--- src/inc/voice_dac_defs.svh ---
`ifndef VOICE_DAC_DEFS_SVH
`define VOICE_DAC_DEFS_SVH
`define VDAC_ADDR_W 2
`define VDAC_OFS_HIGH 2'h0
`define VDAC_OFS_LOW 2'h1
`define VDAC_OFS_CTRL 2'h2
`define VDAC_BYTE_RST 8'h00
`define VDAC_ENABLE_BIT 0
`define VDAC_SETTLE_NS 1000
`define VDAC_CLK_NS 25
`define VDAC_START_CYCLES 1
`endif

--- src/inc/voice_dac_pkg.sv ---
package voice_dac_pkg;
   typedef logic [7:0] byte_t;
   typedef logic [15:0] sample_t;
   typedef enum logic [2:0] {
      ST_OFF = 3'b001,
      ST_SETTLE = 3'b010,
      ST_READY = 3'b100
   } conv_state_t;
endpackage

--- src/inc/sample_if.sv ---
`timescale 1ns/1ps
`default_nettype none
interface sample_if;
   logic load;
   logic [15:0] word;
   modport src (output load, output word);
   modport dst (input load, input word);
endinterface
`default_nettype wire

--- src/core/voice_dac_loader_core.sv ---
`timescale 1ns/1ps
`default_nettype none
`include "voice_dac_defs.svh"
// ================================
// Converter-facing sample latch
module voice_dac_loader_core
   import voice_dac_pkg::*;
(
   input wire logic clk_i,
   input wire logic nrst_i,
   sample_if.dst smp,
   output logic [15:0] code_o,
   output logic start_o
);
   sample_t code;
   sample_t next_code;
   logic start;
   logic next_start;

   always_comb begin
      next_code = code;
      next_start = 1'b0;
      if (smp.load) begin
         next_code = smp.word;
         next_start = 1'b1;
      end
   end

   always_ff @(posedge clk_i or negedge nrst_i) begin
      if (!nrst_i) begin
         code <= {`VDAC_BYTE_RST, `VDAC_BYTE_RST};
         start <= 1'b0;
      end else begin
         code <= next_code;
         start <= next_start;
      end
   end

   assign code_o = code;
   assign start_o = start;
endmodule
`default_nettype wire

--- src/core/voice_dac_data_loader.sv ---
// The placing of the registers and strobed register access were chosen for this implementation.
`timescale 1ns/1ps
`default_nettype none
`include "voice_dac_defs.svh"
// Overview of operation
// RULE1: Low byte write only fills the shadow buffer; converter code unchanged.
// RULE2: High byte write copies shadow to low, loads 16-bit word, starts conversion.
// RULE3: Software writes the low byte before the high byte.
// RULE4: Software enables the converter before writing new sample data.
// RULE5: Software waits the settling time after enabling before updating data.
// RULE6: Control bit 0 is enable, resets 0; bits 7..1 read zero.
// RULE7: High and low registers hold sample bits 15..8 and 7..0, reset zero.
// RULE8: Clearing enable powers the converter down.
// RULE9: Low register reads give committed low byte, not shadow contents.
module voice_dac_data_loader
   import voice_dac_pkg::*;
#(
   parameter int SETTLE_NS = `VDAC_SETTLE_NS
)(
   // Clock and reset
   input wire logic REF_CLK_I,
   input wire logic NRST_I,
   // Register port
   input wire logic [`VDAC_ADDR_W-1:0] ADDR_I,
   input wire logic [7:0] WDATA_I,
   input wire logic WR_I,
   input wire logic RD_I,
   output logic [7:0] RDATA_O,
   // Converter side
   output logic [15:0] DAC_CODE_O,
   output logic DAC_START_O,
   output logic DAC_POWER_O,
   output logic DAC_SETTLED_O
);
   // ================================
   // Settling count, rounded up
   localparam int SETTLE_CYC_RAW = (SETTLE_NS + `VDAC_CLK_NS - 1) / `VDAC_CLK_NS;
   localparam int SETTLE_CYC = (SETTLE_CYC_RAW < 1) ? 1 : SETTLE_CYC_RAW;
   localparam int CNT_W = $clog2(SETTLE_CYC + 1);

   function automatic logic hit(input logic [`VDAC_ADDR_W-1:0] a, input logic [`VDAC_ADDR_W-1:0] ofs);
      hit = (a == ofs);
   endfunction

   // ================================
   // Register state
   byte_t high_byte, next_high_byte;
   byte_t low_byte, next_low_byte;
   byte_t shadow, next_shadow;
   logic enable, next_enable;
   byte_t rdata, next_rdata;
   logic load;

   always_comb begin
      next_high_byte = high_byte;
      next_low_byte = low_byte;
      next_shadow = shadow;
      next_enable = enable;
      load = 1'b0;
      if (WR_I) begin
         if (hit(ADDR_I, `VDAC_OFS_LOW)) begin
            next_shadow = WDATA_I; // RULE1
         end
         if (hit(ADDR_I, `VDAC_OFS_HIGH)) begin
            next_high_byte = WDATA_I; // RULE7
            next_low_byte = shadow; // RULE2
            load = 1'b1; // RULE2
         end
         if (hit(ADDR_I, `VDAC_OFS_CTRL)) begin
            next_enable = WDATA_I[`VDAC_ENABLE_BIT]; // RULE6
         end
      end
   end

   always_comb begin
      next_rdata = `VDAC_BYTE_RST;
      if (RD_I) begin
         case (ADDR_I)
            `VDAC_OFS_HIGH: next_rdata = high_byte;
            `VDAC_OFS_LOW: next_rdata = low_byte; // RULE9
            `VDAC_OFS_CTRL: next_rdata = {7'h00, enable}; // RULE6
            default: next_rdata = 8'h00;
         endcase
      end
   end

   always_ff @(posedge REF_CLK_I or negedge NRST_I) begin
      if (!NRST_I) begin
         high_byte <= `VDAC_BYTE_RST; // RULE7
         low_byte <= `VDAC_BYTE_RST;
         shadow <= `VDAC_BYTE_RST;
         enable <= 1'b0;
         rdata <= `VDAC_BYTE_RST;
      end else begin
         high_byte <= next_high_byte;
         low_byte <= next_low_byte;
         shadow <= next_shadow;
         enable <= next_enable;
         rdata <= next_rdata;
      end
   end

   // ================================
   // Power and settling tracker
   // Data written before settling is still loaded; the flag only informs software timing.
   conv_state_t state, next_state;
   logic [CNT_W-1:0] cnt, next_cnt;

   always_comb begin
      next_state = state;
      next_cnt = cnt;
      case (state)
         ST_OFF: begin
            next_cnt = '0;
            if (enable) begin
               next_state = ST_SETTLE;
            end
         end
         ST_SETTLE: begin
            next_cnt = cnt + CNT_W'(1);
            if (!enable) begin
               next_state = ST_OFF; // RULE8
            end else if (cnt == CNT_W'(SETTLE_CYC - 1)) begin
               next_state = ST_READY; // RULE5
            end
         end
         ST_READY: begin
            if (!enable) begin
               next_state = ST_OFF; // RULE8
            end
         end
         default: next_state = ST_OFF;
      endcase
   end

   always_ff @(posedge REF_CLK_I or negedge NRST_I) begin
      if (!NRST_I) begin
         state <= ST_OFF;
         cnt <= '0;
      end else begin
         state <= next_state;
         cnt <= next_cnt;
      end
   end

   // ================================
   // Converter word latch
   sample_if smp ();
   assign smp.load = load;
   assign smp.word = {WDATA_I, shadow}; // RULE2

   voice_dac_loader_core u_core (
      .clk_i(REF_CLK_I),
      .nrst_i(NRST_I),
      .smp(smp),
      .code_o(DAC_CODE_O),
      .start_o(DAC_START_O)
   );

   assign RDATA_O = rdata;
   assign DAC_POWER_O = enable; // RULE8
   // Gated by enable so the flag drops in the same cycle as power, not one cycle later
   assign DAC_SETTLED_O = (state == ST_READY) && enable; // RULE8
endmodule
`default_nettype wire

--- config.mk ---
export PLATFORM = sky130hd
export DESIGN_NAME = voice_dac_data_loader
export DESIGN_NICKNAME = d
export VERILOG_FILES = /design/src/inc/voice_dac_pkg.sv /design/src/inc/sample_if.sv /design/src/core/voice_dac_loader_core.sv /design/src/core/voice_dac_data_loader.sv
export VERILOG_INCLUDE_DIRS = /design/src /design/src/inc
export SDC_FILE = /design/constraint.sdc
export NUM_CORES = 1
export LEC_CHECK = 0
export BUFFER_PORTS_ARGS = -buffer_cell sky130_fd_sc_hd__buf_2
export CORE_ASPECT_RATIO = 0.75
export CORE_MARGIN = 4
export CORE_UTILIZATION = 50
export DETAILED_ROUTE_END_ITERATION = 16
export PLACE_DENSITY_LB_ADDON = 0.12
export SETUP_SLACK_MARGIN = 0.15
export SLEW_MARGIN = 20
export SYNTH_ARGS = -nofsm -noshare
export SYNTH_HDL_FRONTEND = slang
export SYNTH_SLANG_ARGS = --single-unit
--- constraint.sdc ---
create_clock -name REF_CLK_I -period 1.35 [get_ports REF_CLK_I]
set_input_delay 0 -clock REF_CLK_I [delete_from_list [all_inputs] [get_ports REF_CLK_I]]
set_output_delay 0 -clock REF_CLK_I [all_outputs]
set_load 0.1 [all_outputs]
==> results.toml, run 1 <==
[outcome]
status = "complete, no violations"

[global_route]
overflow = 0
antenna_found_initial = 0
grt_first_pass_wirelength_mm = 6.76
grt_max_degree = 25
grt.total_usage_pct = 18.9
grt_pass1_vias = 1375

[sta]
rsz0062_at_grt = "true"
min_period_ns = 1.27
max-slew-margin-rel_pct = 64.6
finalSetupTns_ns = 0
setup_viol_count_final = 0
hold_slack_ns = 0.0729
finalHoldViolCount = 0
max_freq_mhz = 786
max_slew.worst_pin.slew_ns = 0.531
post-route-period-util_pct = 94.2
finalClockSkew_ns = 0.0108
finalMaxSlewViolations = 0

[critical_path]
rrSetupSlack_ns = 0.11
path_max_fanout = 2
worstSetupPathType = "reg -> out"
startpoint = "state[1]"
cp.required_ns = 1.35
start_kind = "flip-flop"
cp-end-kind = "output port"
crit_arrival_ns = 1.27
worstReg2RegStart = "state[0]"

[clock_network]
cts_tree = "built"
cts_root_buffer = "clkbuf_8"
clock_sinks = 43
insertion_delay_ns = 0.30
cts.reportedPaths.clkPinSlew_ns = 0.07
cts-buffers-inserted = 5
clock_path_buffers = 2
htree_levels = 2

[layout]
fin_nets = 223
syn_to_final_growth_pct = 37.5
fin_util_pct = 71.2
fillers = 256
layout.cells.most_common_list = "38 x buf_2, 23 x dfrtp_1, 18 x dfrtp_2, 17 x mux2_2"
final_common_cell = "buf_2"
drive_gt1_share_pct = 56.0
layout.cells.non_filler = 261
register_area_um2 = 1100
antenna_cells = 0
multi_input_area_um2 = 812

[synth]
dominantRegCellSynth = "dfrtp_1"
yosys_warnings = 0
syn-cell-area_um2 = 1880
synth_nets = 156
synth_top_area_share_pct = 55.8
yosysTopAreaCell = "dfrtp_1"
avgSynthCellArea_um2 = 13.4
synth-seq-cells = 43
ys_seq_area_share_pct = 57.2
netlist_top_cells_area = "dfrtp_1 56%, mux2_2 10%, mux2_4 7.2%"
yosysUniqueCellTypes = 32
synth_edf_count = 0
async_reset_ff_share_pct = 100
synth_cells = 141

[pwr]
power_frac_comb_pct = 43.3
p_total_uw = 5130
sw_frac_of_total_pct = 42.7
clkPwrFrac_pct = 22.8
total_switching_power_uw = 2190
powerDensity_nw_per_um2 = 1980
total_leakage_power_uw = 0.00121
vdd_ir_drop_max_mv = 1.85
power.internal_uw = 2940
seq_power_share_pct = 33.9

[floorplanning]
dieArea_um2 = 4820
initial_core_util_pct = 51.8
pin_count = 41
core_um2 = 3640
die_height_um = 61.1
rows = 19
die_w_um = 78.9

[placement]
io_buffers = 40
placed_cells = 232
gp_congestion = 0.824
dp_hpwl_mm = 2.73

[min_path]
hold_path_class = "in -> reg"
hold_start = "WR_I"

[routing]
vias_per_cell = 5.19
wl_per_cell_um = 16.0
vias = 1355
drt_iter0_drc = 25
postRouteAntennaNets = 0
first_pass_iters = 4
wl_mm = 4.19
drc = 0

[flow_run]
max-cap-violations = 0
synth_stat cells, drive strengths merged (3+ instances only):
cell type / instances
mux2: 26
a21oi: 3
dfrtp: 42
nor2b: 4
buf: 3
nand2b: 4
mux2i: 10
nand2: 7
o21ai: 9
nor2: 9
metrics by stage:
step                setup WS [ns]  area (um^2)
floorplan                  -0.174         1920
global placement            0.166         2200
detailed placement          0.110         2200
CTS                        0.0845         2520
global route               0.0381         2590
finish                     0.0779         2590
critical path, cell delays in order (launching register included):
cell	delay (ns)
dfrtp_2	0.42
nand2b_4	0.16
nor3b_4	0.21
buf_12	0.20
logic make-up (layout without fill, tap and decap cells):
logic type / count (synthesis) / after routing / synth area share (%)
DFF: 43 / 43 / 57.2
muxes: 36 / 36 / 22.7
and+or+nand+nor: 36 / 36 / 11.1
AOI/OAI and AO/OA: 18 / 18 / 5.85
buffers and inverters: 7 / 75 / 2.53
adders and majority gates: 1 / 1 / 0.664
power by group through the flow:
stage	Clock [uW]	Sequential (uW)	Combinational (uW)
4_1_cts	1190	1760	2060
2_1_floorplan	0	2850	496
6_report	1170	1740	2220
3_3_place_gp	0	1800	1840
5_1_grt	1240	1770	2340
3_5_place_dp	0	1830	1870
path summary, 6_finish.rpt:
kind	endpoint	cells after the start
max in group asynchronous	low_byte[0]	3
min in group asynchronous	high_byte[3]	2
min reg2reg	low_byte[0]	1
max reg2reg	cnt[5]	3
max	DAC_SETTLED_O	3
min	DAC_POWER_O	3
cell type report:
class / count / share of cell area, %
clock buffer: 6 / 2.80
clock inverter: 2 / 2.32
tap: 52 / 2.51
multi-input combinational: 91 / 31.4
timing repair buffer: 65 / 18.1
sequential: 43 / 42.6
inverter: 2 / 0.290
metal layers:
metal  share of wire [%]  track usage, %  wire length [um]
met5                   0               0                 0
met4                 1.0            4.41                42
met3                 6.0            6.87               251
met2                  49            33.3              2060
met1                  44            22.8              1830
registers in the layout (all words and copies together) (netlist names), 2 cells and up:
register,flops
shadow,8
state,3
cnt,6
RDATA_O,8
low_byte,7
u_core.code_o,2
high_byte,7
timing repair:
action                     4_1_cts  5_1_grt
setup endpoints to repair        7        9
hold buffers                    10        0
buffers inserted                 8        3
gates resized for setup          4       11
gates cloned                     0        0
pin swaps                        1        2
hold endpoints to repair        39        0
Power figures use the tool's default switching activity.
==> run 2: changes to the inputs <==
- CORE_UTILIZATION: 50 -> 53
==> run 2 against run 1 <==
Compared with the run above:
- final area fell by 5.2%
- non-clock buffer count decreased by 4
- die area is 5.0% lower
- hold slack got worse by 0.0092 ns
- critical path type unchanged
- critical path depth is the same
- via count is 1.7% lower
- register-to-register slack improved by 0.08 ns
- setup slack gained 0.011 ns
==> results.toml, run 2 (same netlist as run 1, synthesis figures left out) <==
[outcome]
status = "complete, no violations"

[layout]
final_common_cell = "buf_2"
layout.cells.most_common_list = "38 x buf_2, 23 x dfrtp_1, 18 x dfrtp_2, 17 x mux2_2"
layout.cells.non_filler = 245
fin_util_pct = 73.2
drive_gt1_share_pct = 53.2
antenna_cells = 0
syn_to_final_growth_pct = 30.4
multi_input_area_um2 = 797
stdcell_area_um2 = 2460
register_area_um2 = 1100
fin_nets = 219
fillers = 227

[min_path]
worstHoldPathCells = 3
holdPathEnd = "DAC_POWER_O"
hold_start = "WR_I"
hold_path_class = "in -> reg"

[clock_network]
clock_sinks = 43
cts_root_buffer = "clkbuf_8"
cts.reportedPaths.clkPinSlew_ns = 0.07
clock_path_buffers = 2
cts-buffers-inserted = 5
htree_levels = 2
insertion_delay_ns = 0.29
cts_tree = "built"

[critical_path]
worstReg2RegStart = "state[2]"
cp_cell_sequence = "nand2b_4 -> nor3b_4 -> buf_12"
r2r-end = "cnt[5]"
start_kind = "flip-flop"
startpoint = "state[1]"
crit_arrival_ns = 1.26
rrSetupSlack_ns = 0.19
cp.required_ns = 1.35
worstSetupPathType = "reg -> out"
path_max_fanout = 2
critical-path-max-stage-delay_ns = 0.41
reg2reg_depth = 2
cp_slowest_cell = "dfrtp_2"
cp-end-kind = "output port"

[placement]
gp_congestion = 0.750
postPlaceCellArea_um2 = 2190
dp_hpwl_mm = 2.76
place_ws_ns = 0.113
io_buffers = 40
placed_cells = 220

[pwr]
total_leakage_power_uw = 0.00115
vdd_ir_drop_max_mv = 1.41
p_total_uw = 4620
powerDensity_nw_per_um2 = 1880

[floorplanning]
dieArea_um2 = 4580
die_height_um = 59.6
initial_core_util_pct = 56.1
pin_count = 41
rows = 18
die_w_um = 76.8
core_um2 = 3360

[routing]
wl_per_cell_um = 15.7
vias_per_cell = 5.44
wl_met1_mm = 1.76
wl_met2_mm = 1.77
wl_mm = 3.85
vias = 1332
drc = 0
drt_iter0_drc = 61
postRouteAntennaNets = 0
top_layer_used = "met4"
first_pass_iters = 4
wl_met3_um = 275

[global_route]
grt_first_pass_wirelength_mm = 6.57
grt_max_degree = 24
antenna_found_initial = 0
grt_pass1_vias = 1348
grt.total_usage_pct = 18.8
overflow = 0

[sta]
min_period_ns = 1.26
post-route-period-util_pct = 93.4
max_slew.worst_pin.slew_ns = 0.491
max-slew-margin-rel_pct = 67.2
setup_slack_ns = 0.0889
finalHoldViolCount = 0
max_freq_mhz = 793
finalMaxSlewViolations = 0
setup_viol_count_final = 0
rsz0062_at_grt = "true"
finalClockSkew_ns = 0.00119

[flow_run]
max-cap-violations = 0
-- run 2: through the flow --
stage,hold WS [ns],setup TNS [ns]
final,0.0637,0
after global routing,0.0535,0
after CTS,0.0591,0
after detailed placement,-0.0120,0
after global placement,-0.0150,0
after floorplan,-0.296,-0.174
-- run 2: where the power goes --
| group | switching, uW | internal, uW | total [uW] |
|---|---|---|---|
| logic | 1520 | 572 | 2090 |
| clock network | 403 | 363 | 766 |
| registers | 202 | 1560 | 1770 |
-- run 2: critical path, delay by kind of cell (launching register included) --
family / cells / cell delay [ns]
AND/OR/NAND/NOR: 2 / 0.36
buffers and inverters: 1 / 0.20
flip-flops: 1 / 0.41
-- run 2: worst max-delay path by stage --
stage,to,cells past startpoint
2_1_floorplan,DAC_SETTLED_O,1
3_3_place_gp,state[0],2
3_5_place_dp,state[0],2
4_1_cts,DAC_SETTLED_O,3
5_1_grt,DAC_SETTLED_O,3
6_report,DAC_SETTLED_O,3
-- run 2: timing repair --
| action | in CTS | in global routing |
|---|---|---|
| endpoints found under the hold margin | 38 | 0 |
| resized for setup | 3 | 10 |
| setup buffers | 7 | 0 |
| hold buffers | 10 | 0 |
| setup endpoints to repair | 6 | 9 |
| cloned | 0 | 0 |
| pin swaps | 1 | 2 |
-- run 2: final cells by class --
cell class	count	share of cell area [%]
Inverter	2	0.306
Clock buffer	7	3.11
Clock inverter	1	0.204
Timing Repair Buffer	61	17.0
Multi-Input combinational cell	91	32.5
Sequential cell	43	44.9
Tap cell	40	2.04
-- run 2: metal layers --
metal	vias up	global-route usage, %
met5	-	0
met4	0	6.20
met3	5	5.02
met2	51	29.0
met1	653	26.1
li1	623	-
